[config.mk]
export PLATFORM = sky130hd
export DESIGN_NAME = plpm_manager
export DESIGN_NICKNAME = d
export VERILOG_FILES = /design/src/verilog/plpm_manager.v /design/src/verilog/plpm_unit_timer.v
export VERILOG_INCLUDE_DIRS = /design/src /design/src/verilog
export SDC_FILE = /design/constraint.sdc
export NUM_CORES = 1
export LEC_CHECK = 0
export BUFFER_PORTS_ARGS = -buffer_cell sky130_fd_sc_hd__buf_2
export CORE_UTILIZATION = 35
export CTS_BUF_LIST = sky130_fd_sc_hd__clkbuf_4
export CTS_CLUSTER_SIZE = 16
export DETAILED_ROUTE_END_ITERATION = 8
export PLACE_DENSITY_LB_ADDON = 0.25
export SLEW_MARGIN = 5
export SYNTH_ARGS = -nofsm -noshare
export SYNTH_HDL_FRONTEND = slang
export SYNTH_HIERARCHICAL = 1
export SYNTH_SLANG_ARGS = --single-unit
[constraint.sdc]
create_clock -name clk_sys -period 7.03 [get_ports clk_sys]
set_clock_uncertainty 0.15 [all_clocks]
set_input_delay 0.703 -clock clk_sys [delete_from_list [all_inputs] [get_ports clk_sys]]
set_output_delay 0.703 -clock clk_sys [all_outputs]
set_load 0.1 [all_outputs]
[src/verilog/plpm_map.vh]
`ifndef PLPM_MAP_VH
`define PLPM_MAP_VH
// ***********************************************
// Register byte offsets
// ***********************************************
`define PLPM_OFF_CTRL     8'h00
`define PLPM_OFF_RACC     8'h04
`define PLPM_OFF_DOZE     8'h08
`define PLPM_OFF_WAKE     8'h0C
`define PLPM_OFF_STAT     8'h10
`define PLPM_OFF_SCR      8'h20
// ***********************************************
// Control register fields
// ***********************************************
`define PLPM_CTRL_SLEEP   0
`define PLPM_CTRL_ROLE    1
`define PLPM_CTRL_TEMP    2
`define PLPM_CTRL_COMP    3
`define PLPM_CTRL_RDMASK  4
`define PLPM_CTRL_TUNNEL  5
`define PLPM_CTRL_RST     8'h01
// ***********************************************
// Remote access register fields
// ***********************************************
`define PLPM_RACC_WR      16
`define PLPM_RACC_BUSY    8
// ***********************************************
// Timing: timers count in units of 10 ms
// ***********************************************
`define PLPM_UNIT_MS      10
`define PLPM_CLK_KHZ      100000
`define PLPM_UNIT_CYC     (`PLPM_CLK_KHZ * `PLPM_UNIT_MS)
`define PLPM_DOZE_MS      110
`define PLPM_WAKE_MS      250
// Sized so the 8-bit unit registers take them whole
`define PLPM_DOZE_RST     8'h0B
`define PLPM_WAKE_RST     8'h19
// ***********************************************
// Link frame opcodes
// ***********************************************
`define PLPM_OP_WR        3'h1
`define PLPM_OP_RD        3'h2
`define PLPM_OP_SLEEP     3'h3
`define PLPM_OP_PING      3'h4
`define PLPM_OP_TUNNEL    3'h5
// ***********************************************
// Partner-side register addresses
// ***********************************************
`define PLPM_RA_SCR       8'h00
`define PLPM_RA_PWR       8'h10
`define PLPM_RA_DOZE      8'h11
`define PLPM_RA_LOCAL     8'h80
`define PLPM_RA_POISON    8'hFF
`endif

[src/verilog/plpm_manager.v]
`timescale 1ns/1ps
`default_nettype none
`include "plpm_map.vh"
module plpm_manager #(
  parameter UNIT_CYCLES = `PLPM_UNIT_CYC // Cycles per 10 ms unit
) (
  input  wire        clk_sys,     // System clock, 100 MHz
  input  wire        rst,         // Async reset, high
  input  wire        wb_cyc_i,    // Wishbone cycle
  input  wire        wb_stb_i,    // Wishbone strobe
  input  wire        wb_we_i,     // Wishbone write
  input  wire [7:0]  wb_adr_i,    // Byte address
  input  wire [3:0]  wb_sel_i,    // Byte lanes
  input  wire [31:0] wb_dat_i,    // Write data
  output reg  [31:0] wb_dat_o,    // Read data
  output reg         wb_ack_o,    // Acknowledge
  input  wire        pairDone,    // Pairing search left, pulse
  input  wire        lnkLost,     // Radio channel lost, pulse
  input  wire        lnkAck,      // Partner answered, pulse
  input  wire [7:0]  lnkRxData,   // Data with the answer
  input  wire        lnkSleepCmd, // Partner asks us to sleep
  output reg         lnkSend,     // Frame out, pulse
  output reg  [2:0]  lnkOp,       // Frame opcode
  output reg  [7:0]  lnkAddr,     // Frame register address
  output reg  [7:0]  lnkData,     // Frame data byte
  input  wire        prtReq,      // Partner access, pulse
  input  wire        prtWe,       // Partner access is a write
  input  wire [7:0]  prtAddr,     // Partner access address
  input  wire [7:0]  prtWdata,    // Partner write data
  output reg         prtRdValid,  // Reply to partner read
  output reg  [7:0]  prtRdData,   // Reply data
  output reg         tempStart,   // Temperature measure, pulse
  input  wire        tempDone,    // Measure finished, pulse
  output reg         compStart,   // Power compensation, pulse
  input  wire        compDone,    // Compensation done, pulse
  output reg         pairUp,      // Pairing-up indicator
  output reg         linkRestart, // Link restart, pulse
  output reg         analogOn,    // Analog and radio powered
  output reg         lpClkOn,     // Low-power digital clock on
  output reg         txRxEn,      // Transmit/receive enabled
  output reg         tunnelGo,    // Start tunneling, pulse
  output reg         remotePending, // Remote access busy
  output reg         remoteDone,  // Remote access done, pulse
  output reg         scratchRead, // Scratch read event, pulse
  output reg         scratchWrite // Scratch write event, pulse
);
  // ***********************************************
  // States and frame phases
  // ***********************************************
  localparam [2:0] S_OFF   = 3'd0; // Not paired
  localparam [2:0] S_HOUSE = 3'd1; // Pick next task
  localparam [2:0] S_TEMP  = 3'd2; // Wait temperature
  localparam [2:0] S_COMP  = 3'd3; // Wait compensation
  localparam [2:0] S_WAIT  = 3'd4; // Wait partner answer
  localparam [2:0] S_DOZE  = 3'd5; // Sleep or idle interval
  localparam [2:0] S_WAKE  = 3'd6; // Seek partner
  localparam [2:0] P_RRA = 3'd0; // Host remote access
  localparam [2:0] P_PWR = 3'd1; // Power control copy
  localparam [2:0] P_DZ  = 3'd2; // Interval copy
  localparam [2:0] P_TUN = 3'd3; // Tunneling command
  localparam [2:0] P_SLP = 3'd4; // Sleep request
  localparam [15:0] DIV_W = 16'h0000; // Width anchor
  // ***********************************************
  // Registers
  // ***********************************************
  reg [7:0]  ctrl;        // Control bits
  reg [7:0]  dozeUnits;   // Interval, 10 ms units
  reg [7:0]  wakeUnits;   // Wake timeout, 10 ms units
  reg [7:0]  rraAddr;     // Remote access address
  reg [7:0]  rraData;     // Write data or read result
  reg        rraWr;       // Access is a write
  reg        tunPend;     // Tunneling command waiting
  reg [7:0]  scr [0:7];   // Scratch registers
  reg [2:0]  state;       // Sequencer state
  reg [2:0]  phase;       // What the awaited answer is for
  reg [3:0]  hkDone;      // Temp, comp, pwr, doze done
  reg        sleeping;    // Doze with circuits off
  reg        dozeLoad;    // Start interval timer
  reg        wakeLoad;    // Start wake timer
  reg [31:0] divCnt;      // Unit divider
  reg        unitTick;    // One pulse per unit
  wire       dozeExp;     // Interval over
  wire       wakeExp;     // Wake timeout over
  wire       wbReq;       // New bus request
  wire       isRemote;    // Configured as Remote role
  wire       rraGo;       // Host starts remote access
  wire       tunGo;       // Host sets tunneling command
  assign wbReq    = wb_cyc_i & wb_stb_i & ~wb_ack_o;
  assign isRemote = ctrl[`PLPM_CTRL_ROLE];
  // Host request accepted only when legal
  assign rraGo = wbReq & wb_we_i & (&wb_sel_i[2:0])
               & (wb_adr_i == `PLPM_OFF_RACC)
               & (state != S_OFF)
               & ~remotePending
               & ~isRemote;
  assign tunGo = wbReq & wb_we_i & wb_sel_i[0]
               & (wb_adr_i == `PLPM_OFF_CTRL)
               & wb_dat_i[`PLPM_CTRL_TUNNEL] & ~isRemote;
  // ***********************************************
  // Unit divider, one enable pulse per 10 ms
  // ***********************************************
  always @(posedge clk_sys or posedge rst) begin
    if (rst) begin
      divCnt   <= 32'h0000_0000;
      unitTick <= 1'b0;
    end else if (divCnt >= UNIT_CYCLES - 1) begin
      divCnt   <= 32'h0000_0000;
      unitTick <= 1'b1;
    end else begin
      divCnt   <= divCnt + 32'h0000_0001;
      unitTick <= 1'b0;
    end
  end
  // Interval and wake-resume timers
  plpm_unit_timer uDoze (
    .clk_sys (clk_sys),
    .rst     (rst),
    .tick    (unitTick),
    .load    (dozeLoad),
    .period  (dozeUnits),
    .expired (dozeExp)
  );
  plpm_unit_timer uWake (
    .clk_sys (clk_sys),
    .rst     (rst),
    .tick    (unitTick),
    .load    (wakeLoad),
    .period  (wakeUnits),
    .expired (wakeExp)
  );
  // ***********************************************
  // Wishbone slave: ack one cycle after request
  // ***********************************************
  always @(posedge clk_sys or posedge rst) begin
    if (rst) begin
      wb_ack_o  <= 1'b0;
      wb_dat_o  <= 32'h0000_0000;
      ctrl      <= `PLPM_CTRL_RST;
      dozeUnits <= `PLPM_DOZE_RST;
      wakeUnits <= `PLPM_WAKE_RST;
    end else begin
      wb_ack_o <= wbReq;
      if (wbReq && wb_we_i && wb_sel_i[0]) begin
        case (wb_adr_i)
          // Tunnel bit is a command, not stored
          `PLPM_OFF_CTRL: ctrl <= {3'b000, wb_dat_i[4:0]};
          `PLPM_OFF_DOZE: dozeUnits <= wb_dat_i[7:0];
          `PLPM_OFF_WAKE: wakeUnits <= wb_dat_i[7:0];
          default: ;
        endcase
      end
      if (wbReq && !wb_we_i) begin
        case (wb_adr_i)
          `PLPM_OFF_CTRL: wb_dat_o <= {24'h00_0000, ctrl};
          `PLPM_OFF_RACC: wb_dat_o <= {15'h0000, rraWr,
                                       7'h00, remotePending,
                                       rraData};
          `PLPM_OFF_DOZE: wb_dat_o <= {24'h00_0000, dozeUnits};
          `PLPM_OFF_WAKE: wb_dat_o <= {24'h00_0000, wakeUnits};
          `PLPM_OFF_STAT: wb_dat_o <= {24'h00_0000, tunPend,
                                       sleeping, pairUp,
                                       remotePending, 1'b0,
                                       state};
          default: begin
            // Scratch window, else unmapped reads zero
            if (wb_adr_i[7:5] == 3'b001 && wb_adr_i[1:0] == 2'b00)
              wb_dat_o <= {24'h00_0000, scr[wb_adr_i[4:2]]};
            else
              wb_dat_o <= 32'h0000_0000;
          end
        endcase
      end
    end
  end
  // ***********************************************
  // Scratch registers, one per generate entry
  // ***********************************************
  genvar gi;
  generate
    for (gi = 0; gi < 8; gi = gi + 1) begin : gScr
      always @(posedge clk_sys or posedge rst) begin
        if (rst) begin
          scr[gi] <= 8'h00;
        end else if (prtReq && prtWe
                     && prtAddr == `PLPM_RA_SCR + gi) begin
          scr[gi] <= prtWdata;
        end else if (wbReq && wb_we_i && wb_sel_i[0]
                     && wb_adr_i == `PLPM_OFF_SCR + 4 * gi) begin
          scr[gi] <= wb_dat_i[7:0];
        end
      end
    end
  endgenerate
  // ***********************************************
  // Answer partner accesses to our registers
  // ***********************************************
  always @(posedge clk_sys or posedge rst) begin
    if (rst) begin
      prtRdValid   <= 1'b0;
      prtRdData    <= 8'h00;
      scratchWrite <= 1'b0;
    end else begin
      prtRdValid   <= prtReq & ~prtWe;
      scratchWrite <= prtReq & prtWe & (prtAddr[7:3] == 5'h00);
      if (prtReq && !prtWe) begin
        if (prtAddr[7:3] == 5'h00)
          prtRdData <= scr[prtAddr[2:0]];
        else if (prtAddr == `PLPM_RA_PWR)
          prtRdData <= ctrl;
        else if (prtAddr == `PLPM_RA_DOZE)
          prtRdData <= dozeUnits;
        else
          // Local-only and unknown give a dummy
          prtRdData <= `PLPM_RA_POISON;
      end
    end
  end
  // ***********************************************
  // Low-power sequencer
  // ***********************************************
  always @(posedge clk_sys or posedge rst) begin
    if (rst) begin
      state <= S_OFF;
      phase <= P_RRA;
      hkDone <= 4'h0;
      sleeping <= 1'b0;
      dozeLoad <= 1'b0;
      wakeLoad <= 1'b0;
      lnkSend <= 1'b0;
      lnkOp <= 3'h0;
      lnkAddr <= 8'h00;
      lnkData <= 8'h00;
      tempStart <= 1'b0;
      compStart <= 1'b0;
      pairUp <= 1'b0;
      linkRestart <= 1'b0;
      analogOn <= 1'b1;
      lpClkOn <= 1'b1;
      txRxEn <= 1'b0;
      tunnelGo <= 1'b0;
      remotePending <= 1'b0;
      remoteDone <= 1'b0;
      scratchRead <= 1'b0;
      rraAddr <= 8'h00;
      rraData <= 8'h00;
      rraWr <= 1'b0;
      tunPend <= 1'b0;
    end else begin
      // Pulse outputs default low
      dozeLoad <= 1'b0;
      wakeLoad <= 1'b0;
      lnkSend <= 1'b0;
      tempStart <= 1'b0;
      compStart <= 1'b0;
      linkRestart <= 1'b0;
      tunnelGo <= 1'b0;
      remoteDone <= 1'b0;
      // Partner read of a scratch register raises the read event
      scratchRead <= prtReq & ~prtWe & (prtAddr[7:3] == 5'h00);
      // Requests are latched in any state but S_OFF; a pending remote access is dropped on link loss or wake timeout
      if (rraGo) begin
        remotePending <= 1'b1;
        rraAddr <= wb_dat_i[7:0];
        rraData <= wb_dat_i[15:8];
        rraWr <= wb_dat_i[`PLPM_RACC_WR];
      end
      if (tunGo && state != S_OFF)
        tunPend <= 1'b1;
      case (state)
        S_OFF: begin
          txRxEn <= 1'b0;
          if (pairDone) begin
            pairUp <= 1'b1;
            txRxEn <= 1'b1;
            hkDone <= 4'h0;
            state <= S_HOUSE;
          end
        end
        S_HOUSE: begin
          if (isRemote) begin
            // Remote follows the Local one's sleep command
            dozeLoad <= 1'b1;
            state <= S_DOZE;
          end else if (remotePending) begin
            phase <= P_RRA;
            lnkSend <= 1'b1;
            lnkOp <= rraWr ? `PLPM_OP_WR : `PLPM_OP_RD;
            lnkAddr <= rraAddr;
            lnkData <= rraWr ? rraData : 8'h00;
            state <= S_WAIT;
          end else if (ctrl[`PLPM_CTRL_TEMP] && !hkDone[0]) begin
            tempStart <= 1'b1;
            state <= S_TEMP;
          end else if (ctrl[`PLPM_CTRL_COMP] && !hkDone[1]) begin
            compStart <= 1'b1;
            state <= S_COMP;
          end else if (!hkDone[2]) begin
            phase <= P_PWR;
            lnkSend <= 1'b1;
            lnkOp <= `PLPM_OP_WR;
            lnkAddr <= `PLPM_RA_PWR;
            lnkData <= ctrl;
            state <= S_WAIT;
          end else if (!hkDone[3]) begin
            phase <= P_DZ;
            lnkSend <= 1'b1;
            lnkOp <= `PLPM_OP_WR;
            lnkAddr <= `PLPM_RA_DOZE;
            lnkData <= dozeUnits;
            state <= S_WAIT;
          end else if (tunPend) begin
            phase <= P_TUN;
            lnkSend <= 1'b1;
            lnkOp <= `PLPM_OP_TUNNEL;
            state <= S_WAIT;
          end else if (ctrl[`PLPM_CTRL_SLEEP]) begin
            phase <= P_SLP;
            lnkSend <= 1'b1;
            lnkOp <= `PLPM_OP_SLEEP;
            state <= S_WAIT;
          end else begin
            // Idle interval with circuits kept on
            dozeLoad <= 1'b1;
            state <= S_DOZE;
          end
        end
        S_TEMP: if (tempDone) begin
          hkDone[0] <= 1'b1;
          state <= S_HOUSE;
        end
        S_COMP: if (compDone) begin
          hkDone[1] <= 1'b1;
          state <= S_HOUSE;
        end
        S_WAIT: begin
          if (lnkLost) begin
            // Channel gone mid-access
            pairUp <= 1'b0;
            linkRestart <= 1'b1;
            // A request taken in this very cycle still stands
            remotePending <= rraGo;
            state <= S_OFF;
          end else if (lnkAck) begin
            state <= S_HOUSE;
            case (phase)
              P_RRA: begin
                remotePending <= 1'b0;
                remoteDone <= 1'b1;
                if (!rraWr) begin
                  rraData <= lnkRxData;
                  if (!ctrl[`PLPM_CTRL_RDMASK])
                    scratchRead <= 1'b1;
                end
              end
              P_PWR: hkDone[2] <= 1'b1;
              P_DZ: hkDone[3] <= 1'b1;
              P_TUN: begin
                // A new command in the same cycle wins
                tunPend <= tunGo;
                tunnelGo <= 1'b1;
                remoteDone <= 1'b1;
              end
              P_SLP: begin
                // New request raced the ack: stay awake
                if (!remotePending && !tunPend && !rraGo && !tunGo) begin
                  sleeping <= 1'b1;
                  analogOn <= 1'b0;
                  lpClkOn <= 1'b0;
                  txRxEn <= 1'b0;
                  dozeLoad <= 1'b1;
                  state <= S_DOZE;
                end
              end
              default: state <= S_HOUSE;
            endcase
          end
        end
        S_DOZE: begin
          if (isRemote && lnkSleepCmd && !sleeping) begin
            sleeping <= 1'b1;
            analogOn <= 1'b0;
            lpClkOn <= 1'b0;
            txRxEn <= 1'b0;
            dozeLoad <= 1'b1;
          end else if (dozeExp) begin
            // Wake alone, power up, seek partner
            sleeping <= 1'b0;
            analogOn <= 1'b1;
            lpClkOn <= 1'b1;
            txRxEn <= 1'b1;
            wakeLoad <= 1'b1;
            state <= S_WAKE;
          end
        end
        S_WAKE: begin
          if (wakeExp) begin
            pairUp <= 1'b0;
            linkRestart <= 1'b1;
            remotePending <= rraGo;
            state <= S_OFF;
          end else if (lnkAck) begin
            hkDone <= 4'h0;
            state <= S_HOUSE;
          end else if (unitTick && !isRemote) begin
            lnkSend <= 1'b1;
            lnkOp <= `PLPM_OP_PING;
          end
        end
        default: state <= S_OFF;
      endcase
    end
  end
endmodule // plpm_manager
`default_nettype wire

[src/verilog/plpm_unit_timer.v]
`timescale 1ns/1ps
`default_nettype none
// ***********************************************
// Down-counter in coarse time units
// ***********************************************
module plpm_unit_timer (
  input  wire       clk_sys, // System clock
  input  wire       rst,     // Async reset, high
  input  wire       tick,    // One pulse per time unit
  input  wire       load,    // Start or restart the count
  input  wire [7:0] period,  // Units to run
  output reg        expired  // One-cycle pulse at the end
);
  reg [7:0] cnt; // Units left
  reg       run; // Counting
  // ***********************************************
  // Count units, pulse when the last one passes
  // ***********************************************
  always @(posedge clk_sys or posedge rst) begin
    if (rst) begin
      cnt     <= 8'h00;
      run     <= 1'b0;
      expired <= 1'b0;
    end else begin
      expired <= 1'b0;
      if (load) begin
        // Zero period treated as one unit, never hangs
        cnt <= (period == 8'h00) ? 8'h01 : period;
        run <= 1'b1;
      end else if (run && tick) begin
        if (cnt <= 8'h01) begin
          run     <= 1'b0;
          expired <= 1'b1;
        end else begin
          cnt <= cnt - 8'h01;
        end
      end
    end
  end
endmodule // plpm_unit_timer
`default_nettype wire
* Word level (Yosys, flattened, before mapping)
Cells that the tools add are included.
** Word-level totals
- Register bits :: 242
- Latch bits :: 0
- Memory bits (writable) :: 0
- Memory bits (read-only) :: 0
- Input bits :: 81
- Output and inout bits :: 74
- Logic and storage cells :: 437
- Memories kept :: 0
** Operators by class
- Add/subtract/negate cells :: 3
- Multipliers :: 0
- Div/mod/pow operators :: 0
- Order comparisons :: 5
- Equal/unequal tests :: 62
- Shift-type cells :: 0
- Muxes and demuxes :: 204
- Bitwise logic cells :: 22
- Reduce and logical (&&, ||, !) cells :: 90
** Operators by type and width (number)
- $mux 8 :: 49
- $mux 1 :: 99
- $mux 3 :: 33
- $pmux 17 s5 :: 1
- $eq 8x6->1 const B :: 8
- $bmux 8 s3 :: 2
- $eq 8x3->1 const B :: 5
- $ne 2x2->1 const B :: 17
- $logic_and 1x1->1 :: 33
- $add 32x1->32 const B :: 1
- $ge 32x20->1 const B :: 1
- $logic_not 8->1 :: 4
- $mux 32 :: 1
- $reduce_bool 2->1 :: 14
- $eq 8x5->1 const B :: 3
- $pmux 3 s7 :: 1
- $reduce_and 7->1 :: 3
- $reduce_and 5->1 :: 4
- $and 1x1->1 :: 16
- $eq 8x2->1 const B :: 2
- $eq 8x4->1 const B :: 2
- $le 8x1->1 const B :: 2
- $sub 8x1->8 const B :: 2
- $pmux 1 s3 :: 5
- other kinds (28) :: 78

* Depth between registers and ports, before layout
- Word-level depth :: 16
- Depth in mapped cells :: 9
- Depth with buffers taken out :: 7

* Cells and area by module
Netlist, hierarchy kept.
** Modules (own cells, without submodules)
- plpm_manager :: times used 1, cells an instance 1001, area each 10558.9 µm², sequential area each 5014.8 µm²
- plpm_unit_timer :: times used 2, cells an instance 72, area each 664.4 µm², sequential area each 250.2 µm²

* Worst setup path after synthesis
No wires, ideal clock.
- Path kind :: flip-flop to flip-flop
- Start point :: register wb_ack_o
- End point :: register scr[37] (netlist name)
- Setup time :: 136 ps
- Data arrival time :: 2251 ps
- Slack :: 4493 ps
- Stages on the path, launching flop included :: 7
- Path buffers :: 1
- Period minus slack after synthesis :: 2537 ps
- Path through :: dfrtp_1 nand3b_4 or4_1 buf_2 nor2_4 mux2i_1 o21ai_0
** Between the ends
- Cells in the longest elaborated chain, start to end :: 6
** RTL lines
- start: declaration :: RTL line plpm_manager.v:16 : output reg wb_ack_o,
- start signal: assignment :: RTL line plpm_manager.v:142 : wb_ack_o <= wbReq;
- $not 1->1 :: RTL line plpm_manager.v:88 : assign wbReq = wb_cyc_i & wb_stb_i & ~wb_ack_o;
- $and 1x1->1 :: RTL line plpm_manager.v:88
- $logic_and 1x1->1 (3 in series) :: RTL line plpm_manager.v:187 : end else if (wbReq && wb_we_i && wb_sel_i[0]
- $reduce_bool 2->1 (no line)
- end signal: indexed assignment :: RTL line plpm_manager.v:186 : scr[gi] <= prtWdata;
- end signal: indexed assignment :: RTL line plpm_manager.v:189 : scr[gi] <= wb_dat_i[7:0];
- end: declaration :: RTL line plpm_manager.v:73 : reg [7:0] scr [0:7];
Every way passes these cells.
A chain may end at the register's enable or synchronous reset.

* Final worst setup path
- Start point :: input wb_adr_i[2]
- End point :: register txRxEn
** Between the ends
- Cells in the longest elaborated chain, start to end :: 10
- Elaborated cells between the ends (all ways) :: 15
- Those cells by class :: 2 x eq/ne; 7 x bitwise; 6 x reduce/logical
** RTL lines
- start: declaration :: RTL line plpm_manager.v:12 : input wire [7:0] wb_adr_i,
- $eq 8x3->1
- $and 1x1->1 (4 in series) :: RTL line plpm_manager.v:91 : assign rraGo = wbReq & wb_we_i & (&wb_sel_i[2:0])
- $logic_not 1->1 :: RTL line plpm_manager.v:365 : if (!remotePending && !tunPend && !rraGo && !tunGo) begin
- $logic_and 1x1->1 :: RTL line plpm_manager.v:365
- $logic_and 1x1->1 * :: RTL line plpm_manager.v:365
- $ne 2x2->1 (no line) *
- $reduce_and 6->1 (no line) *
- end signal: assignment :: RTL line plpm_manager.v:369 : txRxEn <= 1'b0;
- end signal: assignment :: RTL line plpm_manager.v:383 : txRxEn <= 1'b0;
- end signal: assignment :: RTL line plpm_manager.v:390 : txRxEn <= 1'b1;
- end: declaration :: RTL line plpm_manager.v:40 : output reg txRxEn,
Every way passes the cells marked *; elsewhere a longest branch is shown, timed or not.

==> run summary <==
Worst hold path class: input pin to flop
WL per Instance: 18.7 um
DRC viols: 0
Post-synth top area cell: dfrtp_1
Buffer count from post-CTS setup fixing: 0
Global placer's final weighted congestion: 0.893
Initial antenna violation count: 1
Num CTS Buffers: 61
Gr usage total: 19.5%
Largest family of logic cells by synthesized area: multiplexers
Post-synthesis mux area share: 17.4%
Syn_area_per_cell: 10.4 um2
Post-DP HPWL: 23000 um
CP startpoint kind: input pin
Post-synthesis simple-gate area fraction: 16.7%
Headroom to the max-slew limit: 30.8%
R2r worst-path depth: 6
Yosys cell types: 81
# setup viols final: 0
H-tree level count: 2
Cell leakage power: 5.95 nW
Critical path class: input pin to flop
Tmin final: 3.59 ns
Largest net degree at the start of global routing: 126
Yosys top cell area share: 44.6%
CP endpoint kind: flop
Post-DRT Antenna Nets: 0
Clk pin slew, worst setup/hold paths: 0.06 ns
Fmax: 0.279 GHz
Max_cap viols: 0
DRT Pass-1 Iters: 5
# placed instances: 1650
Sequential fraction of the synthesis area: 46.4%
Status: finished clean
Warnings, synthesis: 6
Grt ovf: 0
Critical Path End: txRxEn
Non-filler cells, final: 1767
Chip height: 186 um
Iter 0 DRT Violations: 654
Vias: 9276
Port bufs: 116
Area contributors post-synth: dfrtp_1 (45%), mux2i_1 (7.7%), mux4_2 (6.1%)
Critical path origin: wb_adr_i[2]
DIE AREA: 0.0347 mm2
Max VDD drop: 196 uV
CTS Sinks: 220
Compound-Gate Fraction of Synth Area: 12.2%
XOR/XNOR share of the synthesized area: 1.77%
Root Buffer: clkbuf_4
EDFF count, synth: 0
Initial Util: 35.5%
Layout cells sized above 1: 25.5%
Critical Path RT: 7.45 ns
CTS tree: built
Post_cts resized: 0
Synth Instances: 1145
Area grow syn2layout: 13.7%
R2R setup slack: 3.94 ns
Flops & latches, synth: 220
Period utilisation layout: 51.0%
Core area: 0.0334 mm2
Die W: 186 um
Drt via density: 5.25
Final hold violations: 0
RSZ-0062 raised after global routing: false
Worst Path Max Fanout: 21
First-pass GRT wire length: 51900 um
Vias in the first global route: 9067
Adder-Cell Fraction of Synth Area: 0.526%
FFs w/ async S/R, synth: 100%
Total Nets Final: 1352
Fin Setup TNS: 0 ns
Pwr per Cell Area: 302 mW/mm2
Routed WL: 33100 um
# rows: 67
Post-Syn Area: 0.0119 mm2
CTS Buffer Depth: 3
Ports: 155
CTS Hold Bufs: 1
Tot Pwr: 4.08 mW
Ys flop type: dfrtp_1
Worst R2R Start: state[2]
Arrival @ worst endpoint: 4.01 ns
Worst slew pin tran: 1.03 ns
RR Endpoint: sleeping
Final Max Slew Viols: 0
Worst-Skew Late Latency: 0.73 ns
sequential cells by signal (all words and copies together), names as in the netlist, 3 cells and up:
name       cells
dozeUnits      8
uDoze/cnt      8
phase          3
scr           64
rraAddr        8
prtRdData      8
uWake/cnt      8
state          3
hkDone         4
lnkData        8
ctrl           5
lnkOp          3
lnkAddr        8
divCnt        32
wakeUnits      8
wb_dat_o      10
rraData        8
per-stage QoR:
| stage | worst slack [ns] | util, % | area, um2 | hold WS, ns |
|---|---|---|---|---|
| 2_1_floorplan | 0.736 | - | 12000 | 0.298 |
| 3_3_place_gp | 2.77 | 38.0 | 12700 | 0.299 |
| 3_5_place_dp | 2.70 | 38.0 | 12700 | 0.305 |
| 4_1_cts | 3.48 | 40.4 | 13500 | 0.0246 |
| 5_1_grt | 3.31 | 40.4 | 13500 | 0.0370 |
| 6_report | 3.44 | 40.4 | 13500 | 0.0826 |
cells in the final DEF (no fill, tap or decap), types with 5 or more instances in the layout:
cell type,netlist,layout
a22oi_1,10,10
mux2i_1,92,92
a21oi_1,30,30
and3_1,8,8
nor2b_1,12,12
nand2_1,152,152
mux4_2,32,32
xnor2_1,8,8
buf_2,26,116
or3_1,5,5
dfstp_2,8,8
dfrtp_1,212,212
nand4_1,6,6
conb_1,1,34
nor2_2,10,10
mux2_2,37,37
inv_1,27,26
nor4_1,9,9
o21ai_1,27,28
a21o_1,5,5
nor3_1,16,16
o211ai_1,5,5
o31ai_1,5,5
or4_1,5,5
nor2_1,68,68
o22ai_1,6,6
nand3_1,39,39
xor2_1,16,16
a211oi_1,5,5
o21ai_0,81,80
clkbuf_4,0,99
nand2b_1,11,11
a31oi_1,8,8
clkinv_1,0,14
ha_1,5,5
o21a_1,5,5
where the power goes:
group          switching [mW]  total, mW  internal, mW
Sequential              0.216       1.64          1.43
Clock                   0.556       1.19         0.633
Combinational           0.872       1.25         0.376
cell usage after synthesis, types with 4 or more instances:
| library cell | count |
|---|---|
| a211oi_1 | 5 |
| a21o_1 | 5 |
| a21oi_1 | 30 |
| a221oi_1 | 4 |
| a22oi_1 | 10 |
| a31oi_1 | 8 |
| and3_1 | 8 |
| buf_1 | 4 |
| buf_2 | 26 |
| buf_4 | 26 |
| clkbuf_1 | 39 |
| dfrtp_1 | 212 |
| dfstp_2 | 8 |
| ha_1 | 5 |
| inv_1 | 27 |
| mux2_2 | 37 |
| mux2i_1 | 92 |
| mux4_2 | 32 |
| nand2_1 | 152 |
| nand2b_1 | 11 |
| nand3_1 | 39 |
| nand4_1 | 6 |
| nor2_1 | 68 |
| nor2_2 | 10 |
| nor2b_1 | 12 |
| nor3_1 | 16 |
| nor4_1 | 9 |
| o211ai_1 | 5 |
| o21a_1 | 5 |
| o21ai_0 | 81 |
| o21ai_1 | 27 |
| o22ai_1 | 6 |
| o2bb2ai_1 | 4 |
| o31ai_1 | 5 |
| or3_1 | 5 |
| or4_1 | 5 |
| xnor2_1 | 8 |
| xor2_1 | 16 |
final cells by class:
type	instances	area (um2)
Fill cell	3372	19900
Clock inverter	16	61.3
Multi-Input combinational cell	836	5910
Antenna cell	1	2.50
Tap cell	448	561
Timing Repair Buffer	120	613
Inverter	27	109
Clock buffer	99	743
Sequential cell	220	5520
routing by layer:
metal  routed length (um)  GRT usage (%)  up-vias
met4                  543           5.57        0
met2                15900           32.1      276
met3                 1790           4.01       48
li1                     -              -     4350
met5                    0              0        -
met1                14900           26.0     4602
cells by family after synthesis:
kind of cell               Yosys count
xor gates and xnor gates            24
other                                1
DFF                                220
buffers and inverters              122
AOI/OAI and AO/OA                  229
and+or+nand+nor                    382
muxes                              162
adders and majority gates            5
critical path, cell delays in order:
cell and delay, ns:
buf_2 0.55, or4b_4 0.59, nor2_2 0.48, nand3_2 0.70, o311ai_2 0.39, a311o_1 0.25, mux2_1 0.32
worst min-delay path by stage:
stage	from	end	slack, ns	cells past startpoint
3_5_place_dp	lnkAddr[6]	lnkAddr[6]	0.30	2
4_1_cts	wb_dat_i[16]	rraWr	0.02	2
2_1_floorplan	uDoze/expired	sleeping	0.30	1
3_3_place_gp	lnkAddr[3]	lnkAddr[3]	0.30	2
5_1_grt	wb_dat_i[16]	rraWr	0.04	2
6_report	wb_dat_i[16]	rraWr	0.08	2
(Power assumes the default switching activity.)
